[config.mk]
export PLATFORM = sky130hd
export DESIGN_NAME = dfp_protect
export DESIGN_NICKNAME = d
export VERILOG_FILES = /design/src/rtl/dfp_pkg.sv /design/src/rtl/dfp_qual_timer.sv /design/src/rtl/dfp_protect.sv
export SDC_FILE = /design/constraint.sdc
export NUM_CORES = 1
export LEC_CHECK = 0
export ABC_AREA = 1
export BUFFER_PORTS_ARGS = -buffer_cell sky130_fd_sc_hd__buf_4
export CAP_MARGIN = 15
export CORE_UTILIZATION = 55
export DETAILED_ROUTE_END_ITERATION = 10
export GPL_TIMING_DRIVEN = 1
export PLACE_DENSITY = 0.77
export RECOVER_POWER = 50
export SLEW_MARGIN = 10
export SYNTH_ARGS = -nofsm -noshare
export SYNTH_HDL_FRONTEND = slang
export SYNTH_SLANG_ARGS = --single-unit
[constraint.sdc]
create_clock -name ref_clk_i -period 2.4 [get_ports ref_clk_i]
set_input_delay 0.24 -clock ref_clk_i [delete_from_list [all_inputs] [get_ports ref_clk_i]]
set_output_delay 0.24 -clock ref_clk_i [all_outputs]
set_load 0.01 [all_outputs]
[src/rtl/dfp_pkg.sv]
// Constants, register map and carrier types for the drive fault protection block.
// Assumes a 250 MHz controller clock and an APB master with 32-bit data.
//
// Contract
// - Fan action trip (0) and fan error block output and flag fan fault.
// - Fan action warning (1) asserts outputs with function 8 on fan error.
// - Overheat blocks output even in fan warning mode.
// - DC link below trip threshold stops output and flags low voltage.
// - Nonzero judgement delay blocks at once, declares fault after delay.
// - Undervoltage warning output ignores the judgement delay.
// - Output-block input (function 5) on during run blocks output, shows indication.
// - Monitoring values stay available while output is blocked by input.
// - Output-block input off with run still present resumes acceleration.
// - Keypad reset key or reset input (function 3) clears fault state.
// - Option card link error or removal during run is option fault.
// - Option action 1 blocks output; action 2 decelerates with trip time.
// - Run command with motor disconnected leads to no-motor trip.
// - Current below level for configured time raises no-motor trip.
// - Low voltage during run reported as separate major fault.
// - Separate warnings for overload, underload, inverter overload, fan, braking, tuning.
package dfp_pkg;
    localparam int unsigned CLK_MHZ = 250;
    localparam int unsigned TICK_US = 100000;
    localparam int unsigned TICK_CYC_FULL = TICK_US * CLK_MHZ;
    localparam logic [24:0] TICK_CYC = 25'(TICK_CYC_FULL - 1);
    localparam logic [11:0] ADDR_CTRL = 12'h000;
    localparam logic [11:0] ADDR_FUNC = 12'h004;
    localparam logic [11:0] ADDR_NOMOTOR = 12'h008;
    localparam logic [11:0] ADDR_FAULT = 12'h00C;
    localparam logic [11:0] ADDR_WARN = 12'h010;
    localparam logic [11:0] ADDR_IRQ_STAT = 12'h014;
    localparam logic [11:0] ADDR_IRQ_MASK = 12'h018;
    localparam logic [3:0] FAN_TRIP = 4'h0;
    localparam logic [3:0] FAN_WARN = 4'h1;
    localparam logic [1:0] OPT_NONE = 2'h0;
    localparam logic [1:0] OPT_FREE = 2'h1;
    localparam logic [1:0] OPT_DEC = 2'h2;
    localparam logic [7:0] OUT_FN_FAN = 8'h08;
    localparam logic [7:0] OUT_FN_LV = 8'h0B;
    localparam logic [3:0] IN_FN_RST = 4'h3;
    localparam logic [3:0] IN_FN_BLOCK = 4'h5;
    localparam logic [9:0] LV_DELAY_RST = 10'h000;
    localparam logic [9:0] LV_DELAY_MAX = 10'h258;
    localparam logic [6:0] NM_LEVEL_RST = 7'h05;
    localparam logic [6:0] NM_LEVEL_MIN = 7'h01;
    localparam logic [6:0] NM_LEVEL_MAX = 7'h64;
    localparam logic [6:0] NM_TIME_RST = 7'h1E;
    localparam logic [6:0] NM_TIME_MIN = 7'h01;
    localparam logic [6:0] NM_TIME_MAX = 7'h64;
    localparam int unsigned FAULT_N = 11;
    localparam int unsigned WARN_N = 8;
    localparam int unsigned EVENT_N = 19;
    localparam int F_FAN = 0;
    localparam int F_HEAT = 1;
    localparam int F_OPT = 2;
    localparam int F_NOMOTOR = 3;
    localparam int F_LV2 = 4;
    localparam int F_WDOG = 5;
    localparam int F_MEM = 6;
    localparam int F_LV = 7;
    localparam int F_BLOCK = 8;
    localparam int F_CMDLOSS = 9;
    localparam int F_SAFETY = 10;
    localparam int W_OL = 0;
    localparam int W_UL = 1;
    localparam int W_IOL = 2;
    localparam int W_FAN = 3;
    localparam int W_DB = 4;
    localparam int W_TUNE = 5;
    localparam int W_LV = 6;
    localparam int W_CMDLOSS = 7;
    localparam logic [FAULT_N-1:0] LATCH_MASK = 11'h07F;

    typedef struct packed {
        logic fan_err;
        logic overheat;
        logic dc_low;
        logic opt_link_err;
        logic opt_present;
        logic wdog_timeout;
        logic mem_err;
        logic cmd_loss;
        logic safety_open;
    } dfp_sense_t;

    typedef struct packed {
        logic overload;
        logic underload;
        logic inv_overload;
        logic db_rate;
        logic tune_err;
    } dfp_warn_src_t;

    typedef struct packed {
        logic [7:0] relay_fn;
        logic [7:0] q1_fn;
        logic [3:0] in_fn;
    } dfp_func_t;

    typedef struct packed {
        logic block;
        logic decel;
        logic run_enable;
        logic monitor_valid;
        logic relay;
        logic q1;
    } dfp_drive_t;
endpackage : dfp_pkg

[src/rtl/dfp_qual_timer.sv]
// Delay qualifier: counts ticks while a condition holds and flags expiry.
// Assumes a tick strobe from the same clock; the counter restarts when the condition drops.
`timescale 1ns/1ps
`default_nettype none
module dfp_qual_timer (
    input wire logic ref_clk_i,
    input wire logic nrst_i,
    input wire logic tick_i,
    input wire logic cond_i,
    input wire logic [9:0] limit_i,
    output logic expired_o
);
    import dfp_pkg::*;

    typedef struct packed {
        logic [9:0] count;
        logic done;
    } dfp_qual_state_t;

    dfp_qual_state_t state_reg;
    dfp_qual_state_t state_next;

    always_comb begin
        state_next = state_reg;
        if (!cond_i) begin
            state_next.count = 10'h000;
            state_next.done = 1'b0;
        end else if (state_reg.count >= limit_i) begin
            state_next.done = 1'b1;
        end else if (tick_i) begin
            state_next.count = state_reg.count + 10'h001;
        end
    end

    always_ff @(posedge ref_clk_i) begin
        if (!nrst_i) begin
            state_reg <= '0;
        end else begin
            state_reg <= state_next;
        end
    end

    assign expired_o = state_reg.done;
endmodule // dfp_qual_timer
`default_nettype wire

[src/rtl/dfp_protect.sv]
// Drive fault protection supervisor with APB register access and one interrupt.
// Assumes sense pins and terminal inputs are asynchronous and are synchronised here.
`timescale 1ns/1ps
`default_nettype none
module dfp_protect (
    input wire logic ref_clk_i,
    input wire logic nrst_i,
    input wire logic psel_i,
    input wire logic penable_i,
    input wire logic pwrite_i,
    input wire logic [11:0] paddr_i,
    input wire logic [31:0] pwdata_i,
    output logic [31:0] prdata_o,
    output logic pready_o,
    output logic pslverr_o,
    input wire dfp_pkg::dfp_sense_t sense_i,
    input wire dfp_pkg::dfp_warn_src_t warn_src_i,
    input wire logic run_cmd_i,
    input wire logic terminal_i,
    input wire logic keypad_reset_i,
    input wire logic [6:0] current_pct_i,
    output dfp_pkg::dfp_drive_t drive_o,
    output logic [10:0] fault_o,
    output logic [7:0] warn_o,
    output logic irq_o
);
    import dfp_pkg::*;

    typedef struct packed {
        dfp_sense_t sense_s1;
        dfp_sense_t sense_s2;
        dfp_warn_src_t warn_s1;
        dfp_warn_src_t warn_s2;
        logic [2:0] run_s1;
        logic [2:0] run_s2;
        logic running;
        logic rst_prev;
        logic [24:0] tick_cnt;
        logic tick;
        logic [3:0] fan_mode;
        logic [1:0] opt_mode;
        logic [9:0] lv_delay;
        dfp_func_t func;
        logic [6:0] nm_level;
        logic [6:0] nm_time;
        logic [FAULT_N-1:0] fault;
        logic [WARN_N-1:0] warn;
        logic [EVENT_N-1:0] irq_stat;
        logic [EVENT_N-1:0] irq_mask;
        logic [31:0] rdata;
        dfp_drive_t drive;
    } dfp_state_t;

    dfp_state_t state_reg;
    dfp_state_t state_next;
    logic lv_expired;
    logic nm_expired;
    logic nm_cond;
    logic [9:0] nm_limit;

    function automatic logic [6:0] clamp7(input logic [6:0] v, input logic [6:0] lo,
                                          input logic [6:0] hi);
        clamp7 = (v < lo) ? lo : ((v > hi) ? hi : v);
    endfunction

    function automatic logic out_assigned(input dfp_func_t f, input logic [7:0] fn);
        out_assigned = (f.relay_fn == fn) || (f.q1_fn == fn);
    endfunction

    assign nm_cond = state_reg.running && (current_pct_i < state_reg.nm_level);
    assign nm_limit = {3'h0, state_reg.nm_time};

    dfp_qual_timer u_lv_timer (
        .ref_clk_i(ref_clk_i),
        .nrst_i(nrst_i),
        .tick_i(state_reg.tick),
        .cond_i(state_reg.sense_s2.dc_low),
        .limit_i(state_reg.lv_delay),
        .expired_o(lv_expired)
    );

    dfp_qual_timer u_nm_timer (
        .ref_clk_i(ref_clk_i),
        .nrst_i(nrst_i),
        .tick_i(state_reg.tick),
        .cond_i(nm_cond),
        .limit_i(nm_limit),
        .expired_o(nm_expired)
    );

    always_comb begin
        logic [FAULT_N-1:0] fset;
        logic [WARN_N-1:0] wnow;
        logic [EVENT_N-1:0] evt;
        logic [EVENT_N-1:0] wclr;
        logic blk_in;
        logic rst_in;
        logic do_reset;
        logic wr;
        logic rd;
        logic dc_low;
        fset = '0;
        wnow = '0;
        evt = '0;
        wclr = '0;
        state_next = state_reg;
        state_next.sense_s1 = sense_i;
        state_next.sense_s2 = state_reg.sense_s1;
        state_next.warn_s1 = warn_src_i;
        state_next.warn_s2 = state_reg.warn_s1;
        state_next.run_s1 = {run_cmd_i, terminal_i, keypad_reset_i};
        state_next.run_s2 = state_reg.run_s1;
        state_next.running = state_reg.run_s2[2];
        blk_in = state_reg.run_s2[1] && (state_reg.func.in_fn == IN_FN_BLOCK);
        rst_in = state_reg.run_s2[1] && (state_reg.func.in_fn == IN_FN_RST);
        state_next.rst_prev = rst_in || state_reg.run_s2[0];
        do_reset = (rst_in || state_reg.run_s2[0]) && !state_reg.rst_prev;
        dc_low = state_reg.sense_s2.dc_low;
        wr = psel_i && penable_i && pwrite_i;
        rd = psel_i && !penable_i && !pwrite_i;
        if (state_reg.tick_cnt == TICK_CYC) begin
            state_next.tick_cnt = '0;
            state_next.tick = 1'b1;
        end else begin
            state_next.tick_cnt = state_reg.tick_cnt + 25'h0000001;
            state_next.tick = 1'b0;
        end
        // Latched causes.
        fset[F_FAN] = state_reg.sense_s2.fan_err && (state_reg.fan_mode == FAN_TRIP);
        fset[F_HEAT] = state_reg.sense_s2.overheat;
        fset[F_OPT] = (state_reg.sense_s2.opt_link_err
                       || (state_reg.running && !state_reg.sense_s2.opt_present))
                      && (state_reg.opt_mode != OPT_NONE);
        fset[F_NOMOTOR] = nm_expired;
        fset[F_LV2] = dc_low && state_reg.running && lv_expired;
        fset[F_WDOG] = state_reg.sense_s2.wdog_timeout;
        fset[F_MEM] = state_reg.sense_s2.mem_err;
        // Level causes follow their source directly.
        fset[F_LV] = lv_expired;
        fset[F_BLOCK] = blk_in && state_reg.running;
        fset[F_CMDLOSS] = state_reg.sense_s2.cmd_loss;
        fset[F_SAFETY] = state_reg.sense_s2.safety_open;
        for (int i = 0; i < FAULT_N; i++) begin
            if (LATCH_MASK[i]) begin
                state_next.fault[i] = fset[i] || (state_reg.fault[i] && !do_reset);
            end else begin
                state_next.fault[i] = fset[i];
            end
        end
        wnow[W_OL] = state_reg.warn_s2.overload;
        wnow[W_UL] = state_reg.warn_s2.underload;
        wnow[W_IOL] = state_reg.warn_s2.inv_overload;
        wnow[W_FAN] = state_reg.sense_s2.fan_err && (state_reg.fan_mode == FAN_WARN);
        wnow[W_DB] = state_reg.warn_s2.db_rate;
        wnow[W_TUNE] = state_reg.warn_s2.tune_err;
        wnow[W_LV] = dc_low;
        wnow[W_CMDLOSS] = state_reg.sense_s2.cmd_loss;
        state_next.warn = wnow;
        // Output block: undervoltage blocks at once, before the delay declares the fault.
        state_next.drive.block = (|(state_next.fault & ~(11'h1 << F_OPT))) || dc_low
                                 || (state_next.fault[F_OPT] && state_reg.opt_mode == OPT_FREE);
        state_next.drive.decel = state_next.fault[F_OPT] && (state_reg.opt_mode == OPT_DEC);
        // Dropping the block input while the run command stays lets the ramp restart.
        state_next.drive.run_enable = state_reg.running && !state_next.drive.block
                                      && !state_next.drive.decel;
        state_next.drive.monitor_valid = 1'b1;
        state_next.drive.relay = (out_assigned(state_reg.func, OUT_FN_FAN)
                                  && state_reg.func.relay_fn == OUT_FN_FAN && wnow[W_FAN])
                                 || (state_reg.func.relay_fn == OUT_FN_LV && dc_low);
        state_next.drive.q1 = (state_reg.func.q1_fn == OUT_FN_FAN && wnow[W_FAN])
                              || (state_reg.func.q1_fn == OUT_FN_LV && dc_low);
        evt = {wnow & ~state_reg.warn, state_next.fault & ~state_reg.fault};
        if (wr && paddr_i == ADDR_IRQ_STAT) begin
            wclr = pwdata_i[EVENT_N-1:0];
        end
        // A new event in the clearing cycle wins over the clear.
        state_next.irq_stat = evt | (state_reg.irq_stat & ~wclr);
        if (wr) begin
            case (paddr_i)
                ADDR_CTRL: begin
                    state_next.fan_mode = pwdata_i[3:0];
                    state_next.opt_mode = pwdata_i[5:4];
                    state_next.lv_delay = (pwdata_i[17:8] > LV_DELAY_MAX) ? LV_DELAY_MAX
                                          : pwdata_i[17:8];
                end
                ADDR_FUNC: begin
                    state_next.func = pwdata_i[19:0];
                end
                ADDR_NOMOTOR: begin
                    state_next.nm_level = clamp7(pwdata_i[6:0], NM_LEVEL_MIN, NM_LEVEL_MAX);
                    state_next.nm_time = clamp7(pwdata_i[14:8], NM_TIME_MIN, NM_TIME_MAX);
                end
                ADDR_IRQ_MASK: begin
                    state_next.irq_mask = pwdata_i[EVENT_N-1:0];
                end
                default: begin
                end
            endcase
        end
        if (rd) begin
            case (paddr_i)
                ADDR_CTRL: state_next.rdata = {14'h0, state_reg.lv_delay, 2'h0,
                                               state_reg.opt_mode, state_reg.fan_mode};
                ADDR_FUNC: state_next.rdata = {12'h0, state_reg.func};
                ADDR_NOMOTOR: state_next.rdata = {17'h0, state_reg.nm_time, 1'b0,
                                                  state_reg.nm_level};
                ADDR_FAULT: state_next.rdata = {21'h0, state_reg.fault};
                ADDR_WARN: state_next.rdata = {24'h0, state_reg.warn};
                ADDR_IRQ_STAT: state_next.rdata = {13'h0, state_reg.irq_stat};
                ADDR_IRQ_MASK: state_next.rdata = {13'h0, state_reg.irq_mask};
                default: state_next.rdata = 32'h00000000;
            endcase
        end
    end

    always_ff @(posedge ref_clk_i) begin
        if (!nrst_i) begin
            state_reg <= '0;
            state_reg.fan_mode <= FAN_TRIP;
            state_reg.lv_delay <= LV_DELAY_RST;
            state_reg.nm_level <= NM_LEVEL_RST;
            state_reg.nm_time <= NM_TIME_RST;
        end else begin
            state_reg <= state_next;
        end
    end

    // Read data is loaded in the setup cycle, so the access phase needs no wait state.
    assign pready_o = psel_i && penable_i;
    assign pslverr_o = psel_i && penable_i && (paddr_i[1:0] != 2'h0 || paddr_i > ADDR_IRQ_MASK);
    assign prdata_o = state_reg.rdata;
    assign drive_o = state_reg.drive;
    assign fault_o = state_reg.fault;
    assign warn_o = state_reg.warn;
    assign irq_o = |(state_reg.irq_stat & state_reg.irq_mask);

    a_fan_trip_block: assert property (@(posedge ref_clk_i) disable iff (!nrst_i)
        state_reg.fault[F_FAN] |-> state_reg.drive.block)
        else $error("Fan fault without output block.");
    a_heat_blocks: assert property (@(posedge ref_clk_i) disable iff (!nrst_i)
        state_reg.sense_s2.overheat |=> state_reg.drive.block)
        else $error("Overheat did not block output.");
    a_lv_immediate: assert property (@(posedge ref_clk_i) disable iff (!nrst_i)
        state_reg.sense_s2.dc_low |=> state_reg.drive.block && state_reg.warn[W_LV])
        else $error("Undervoltage did not block or warn at once.");
    a_latch_holds: assert property (@(posedge ref_clk_i) disable iff (!nrst_i)
        state_reg.fault[F_WDOG] && !state_reg.run_s2[0] && !state_reg.run_s2[1]
        |=> state_reg.fault[F_WDOG])
        else $error("Latched fault cleared without reset.");
    a_opt_decel: assert property (@(posedge ref_clk_i) disable iff (!nrst_i)
        state_reg.drive.decel |-> $past(state_reg.opt_mode) == OPT_DEC
                                  && !state_reg.drive.run_enable)
        else $error("Deceleration without option decel mode.");
    a_block_level: assert property (@(posedge ref_clk_i) disable iff (!nrst_i)
        $fell(state_reg.run_s2[1]) && state_reg.func.in_fn == IN_FN_BLOCK
        |=> !state_reg.fault[F_BLOCK])
        else $error("Block indication outlived its input.");
    a_monitor_kept: assert property (@(posedge ref_clk_i) disable iff (!nrst_i)
        state_reg.fault[F_BLOCK] |-> state_reg.drive.monitor_valid)
        else $error("Monitoring lost during output block.");
    a_irq_event_set: assert property (@(posedge ref_clk_i) disable iff (!nrst_i)
        state_reg.fault[F_FAN] && !$past(state_reg.fault[F_FAN]) |-> state_reg.irq_stat[F_FAN])
        else $error("Rising fan fault did not set its interrupt status.");
endmodule // dfp_protect
`default_nettype wire

==> flow_metrics.tcl <==
set metrics [dict create \
    outcome "finished with violations" \
    violations "max-capacitance violations, max-slew violations" \
    cts_tree "built" \
    synth_area_leaders "dfxtp_1, nand2_1, nand3_1" \
    cts_buffers 24 \
    drive_above_1_share 0.105 \
    track_usage 0.284 \
    initial_utilization 0.564 \
    critPathMaxFanout 3 \
    ys_ff_latch 216 \
    cp-start-kind "register" \
    utilization 0.640 \
    synth.yosys.warnings 0 \
    dp.cells 1733 \
    cellLeakagePower_uw 0.00521 \
    min_path_type "input port to register" \
    cts.clk_slew.worst_paths_ps 60 \
    grt_overflow 0 \
    row_count 50 \
    layoutNonFillerInstCount 1794 \
    diodes 0 \
    fin_crit_sh 0.903 \
    crit_arrival_ps 1930 \
    die_w_um 141 \
    cp_data_required_time_ps 2160 \
    skew_ps 16.7 \
    io_pins 133 \
    io_buffers 108 \
    setup_viol 0 \
    peakVddDrop_mv 0.694 \
    cts_max_level 1 \
    synth_ff_type "dfxtp_1" \
    wire_per_inst_um 15.7 \
    yosysSeqAreaShare 0.408 \
    yosysUniqueCellTypes 43 \
    largest_reg_flops 117 \
    gp_congestion 0.917 \
    cts-root-buf "clkbuf_16" \
    wl_um 28200 \
    antenna_found_initial 0 \
    endpoint_kind "output pin" \
    syn_area_um2 10600 \
    synth_area_per_cell_um2 7.19 \
    die_area_um2 19800 \
    cts.sinks 216 \
    fin_setup_tns_ps 0 \
    grt_max_degree 50 \
    synth_top_cell_area_share 0.408 \
    min_period_ps 2170 \
    grt_pass1_wl_um 44700 \
    viasPerCell 5.44 \
    slew_viol_final 42 \
    drtPass1Iterations 5 \
    layout_setup_ws_ps 232 \
    yosysTopAreaCell "dfxtp_1" \
    n_fill_cell 1734 \
    timing.final.hold_violations 0 \
    max_freq_ghz 0.461 \
    ctsResizeCount 0 \
    synth_edf_count 0 \
    rsz0062_at_grt "no" \
    power.density_nw_per_um2 658 \
    layout_commonest_cell "nand2_1" \
    slew_headroom -0.172 \
    area_delta_synth_final_pct 13.4 \
    path_class "register to output pin" \
    cap_violations 1 \
    drtAntennaViolNets 0 \
    fp.dieH_um 141 \
    clock_latency_ps 520 \
    dp_slack_ps 512 \
    layout_common_cells "nand2_1, dfxtp_1, inv_1" \
    num_vias 9757 \
    post-route-drc-count 0 \
    ys_async_sr_fraction 0 \
    coreArea_um2 18800 \
    cts_buffer_depth 3 \
    place.detailed.hpwl_um 20100 \
    postSynthCellCount 1473 \
    worst_pin_slew_ps 1760 \
    grt_pass1_vias 8813 \
    initialDrtViolationCount 1032 \
    fin_nets 1641 \
]
[cell type report]
class | count | area, µm² | area share
well taps | 234 | 293 | 0.0244
clock inverters | 10 | 139 | 0.0116
multi-input cells | 956 | 4810 | 0.401
flip-flops and latches | 216 | 4320 | 0.360
inverters | 200 | 751 | 0.0625
repair buffers | 144 | 993 | 0.0827
clock buffers | 34 | 698 | 0.0581
[cells in the mapped netlist, types with 9 or more instances]
master / n
nand3_1: 152
or2_2: 14
ha_1: 26
nor3_1: 18
o21ai_0: 72
buf_4: 66
inv_1: 196
xor2_1: 18
dfxtp_1: 216
a21oi_1: 117
nand2_1: 281
nand4_1: 24
nor4_1: 9
clkbuf_1: 30
a211oi_1: 21
nor2_1: 130
[power by group]
part / switching, µW / internal, µW
Clock: 1470 / 2350
Combinational: 248 / 160
Sequential: 36.9 / 3640
[worst paths after layout]
kind / start / to / slack, ps / cells after the start
worst min register to register: state_next[195]$_SDFF_PN0_ / state_next[82]$_SDFF_PN0_ / 400 / 2
worst max register to register: u_lv_timer.state_reg[6]$_SDFFE_PN0P_ / u_lv_timer.state_reg[2]$_SDFFE_PN0P_ / 520 / 11
worst min-delay path: pwdata_i[2] / state_reg[143]$_SDFFE_PN0P_ / 30 / 3
worst max-delay path: state_reg[64]$_SDFF_PN0_ / irq_o / 230 / 5
[worst max-delay path, stage by stage, from the launching register on]
cell and delay (ps):
dfxtp_1 320, nand2_1 80, nand4_1 160, nor4_1 490
nand4_1 160, buf_4 180
[logic make-up (layout without fill, tap and decap cells)]
family | Yosys count | count (layout) | synth area share
xor gates and xnor gates | 26 | 26 | 0.0215
buffers and inverters | 312 | 388 | 0.138
other | 1 | 12 | 0.000354
and+or+nand+nor | 654 | 654 | 0.277
AOI/OAI and AO/OA | 238 | 238 | 0.123
DFF | 216 | 216 | 0.408
adders and majority gates | 26 | 26 | 0.0307
[metrics by stage]
stage / cell area [µm²] / power, µW / hold slack [ps]
floorplan: 10600 / 3970 / 268
global placement: 11200 / 4140 / 392
detailed placement: 11200 / 4140 / 395
CTS: 12200 / 7950 / 16.4
global route: 12000 / 8140 / 36.1
finish: 12000 / 7910 / 32.3
[repair_timing]
action                     4_1_cts  5_1_grt
setup endpoints to repair        0        0
hold endpoints to repair        17        0
setup buffers                    0        0
hold buffers                    17        0
[metal layers]
metal  track usage  up-vias  wire, µm
met5             0        -         0
li1              -     4839         -
met1         0.374     4440     11800
met2         0.470      416     13000
met4         0.102        0       933
met3        0.0482       62      2490
No activity file was read; power rests on OpenSTA's default activity.
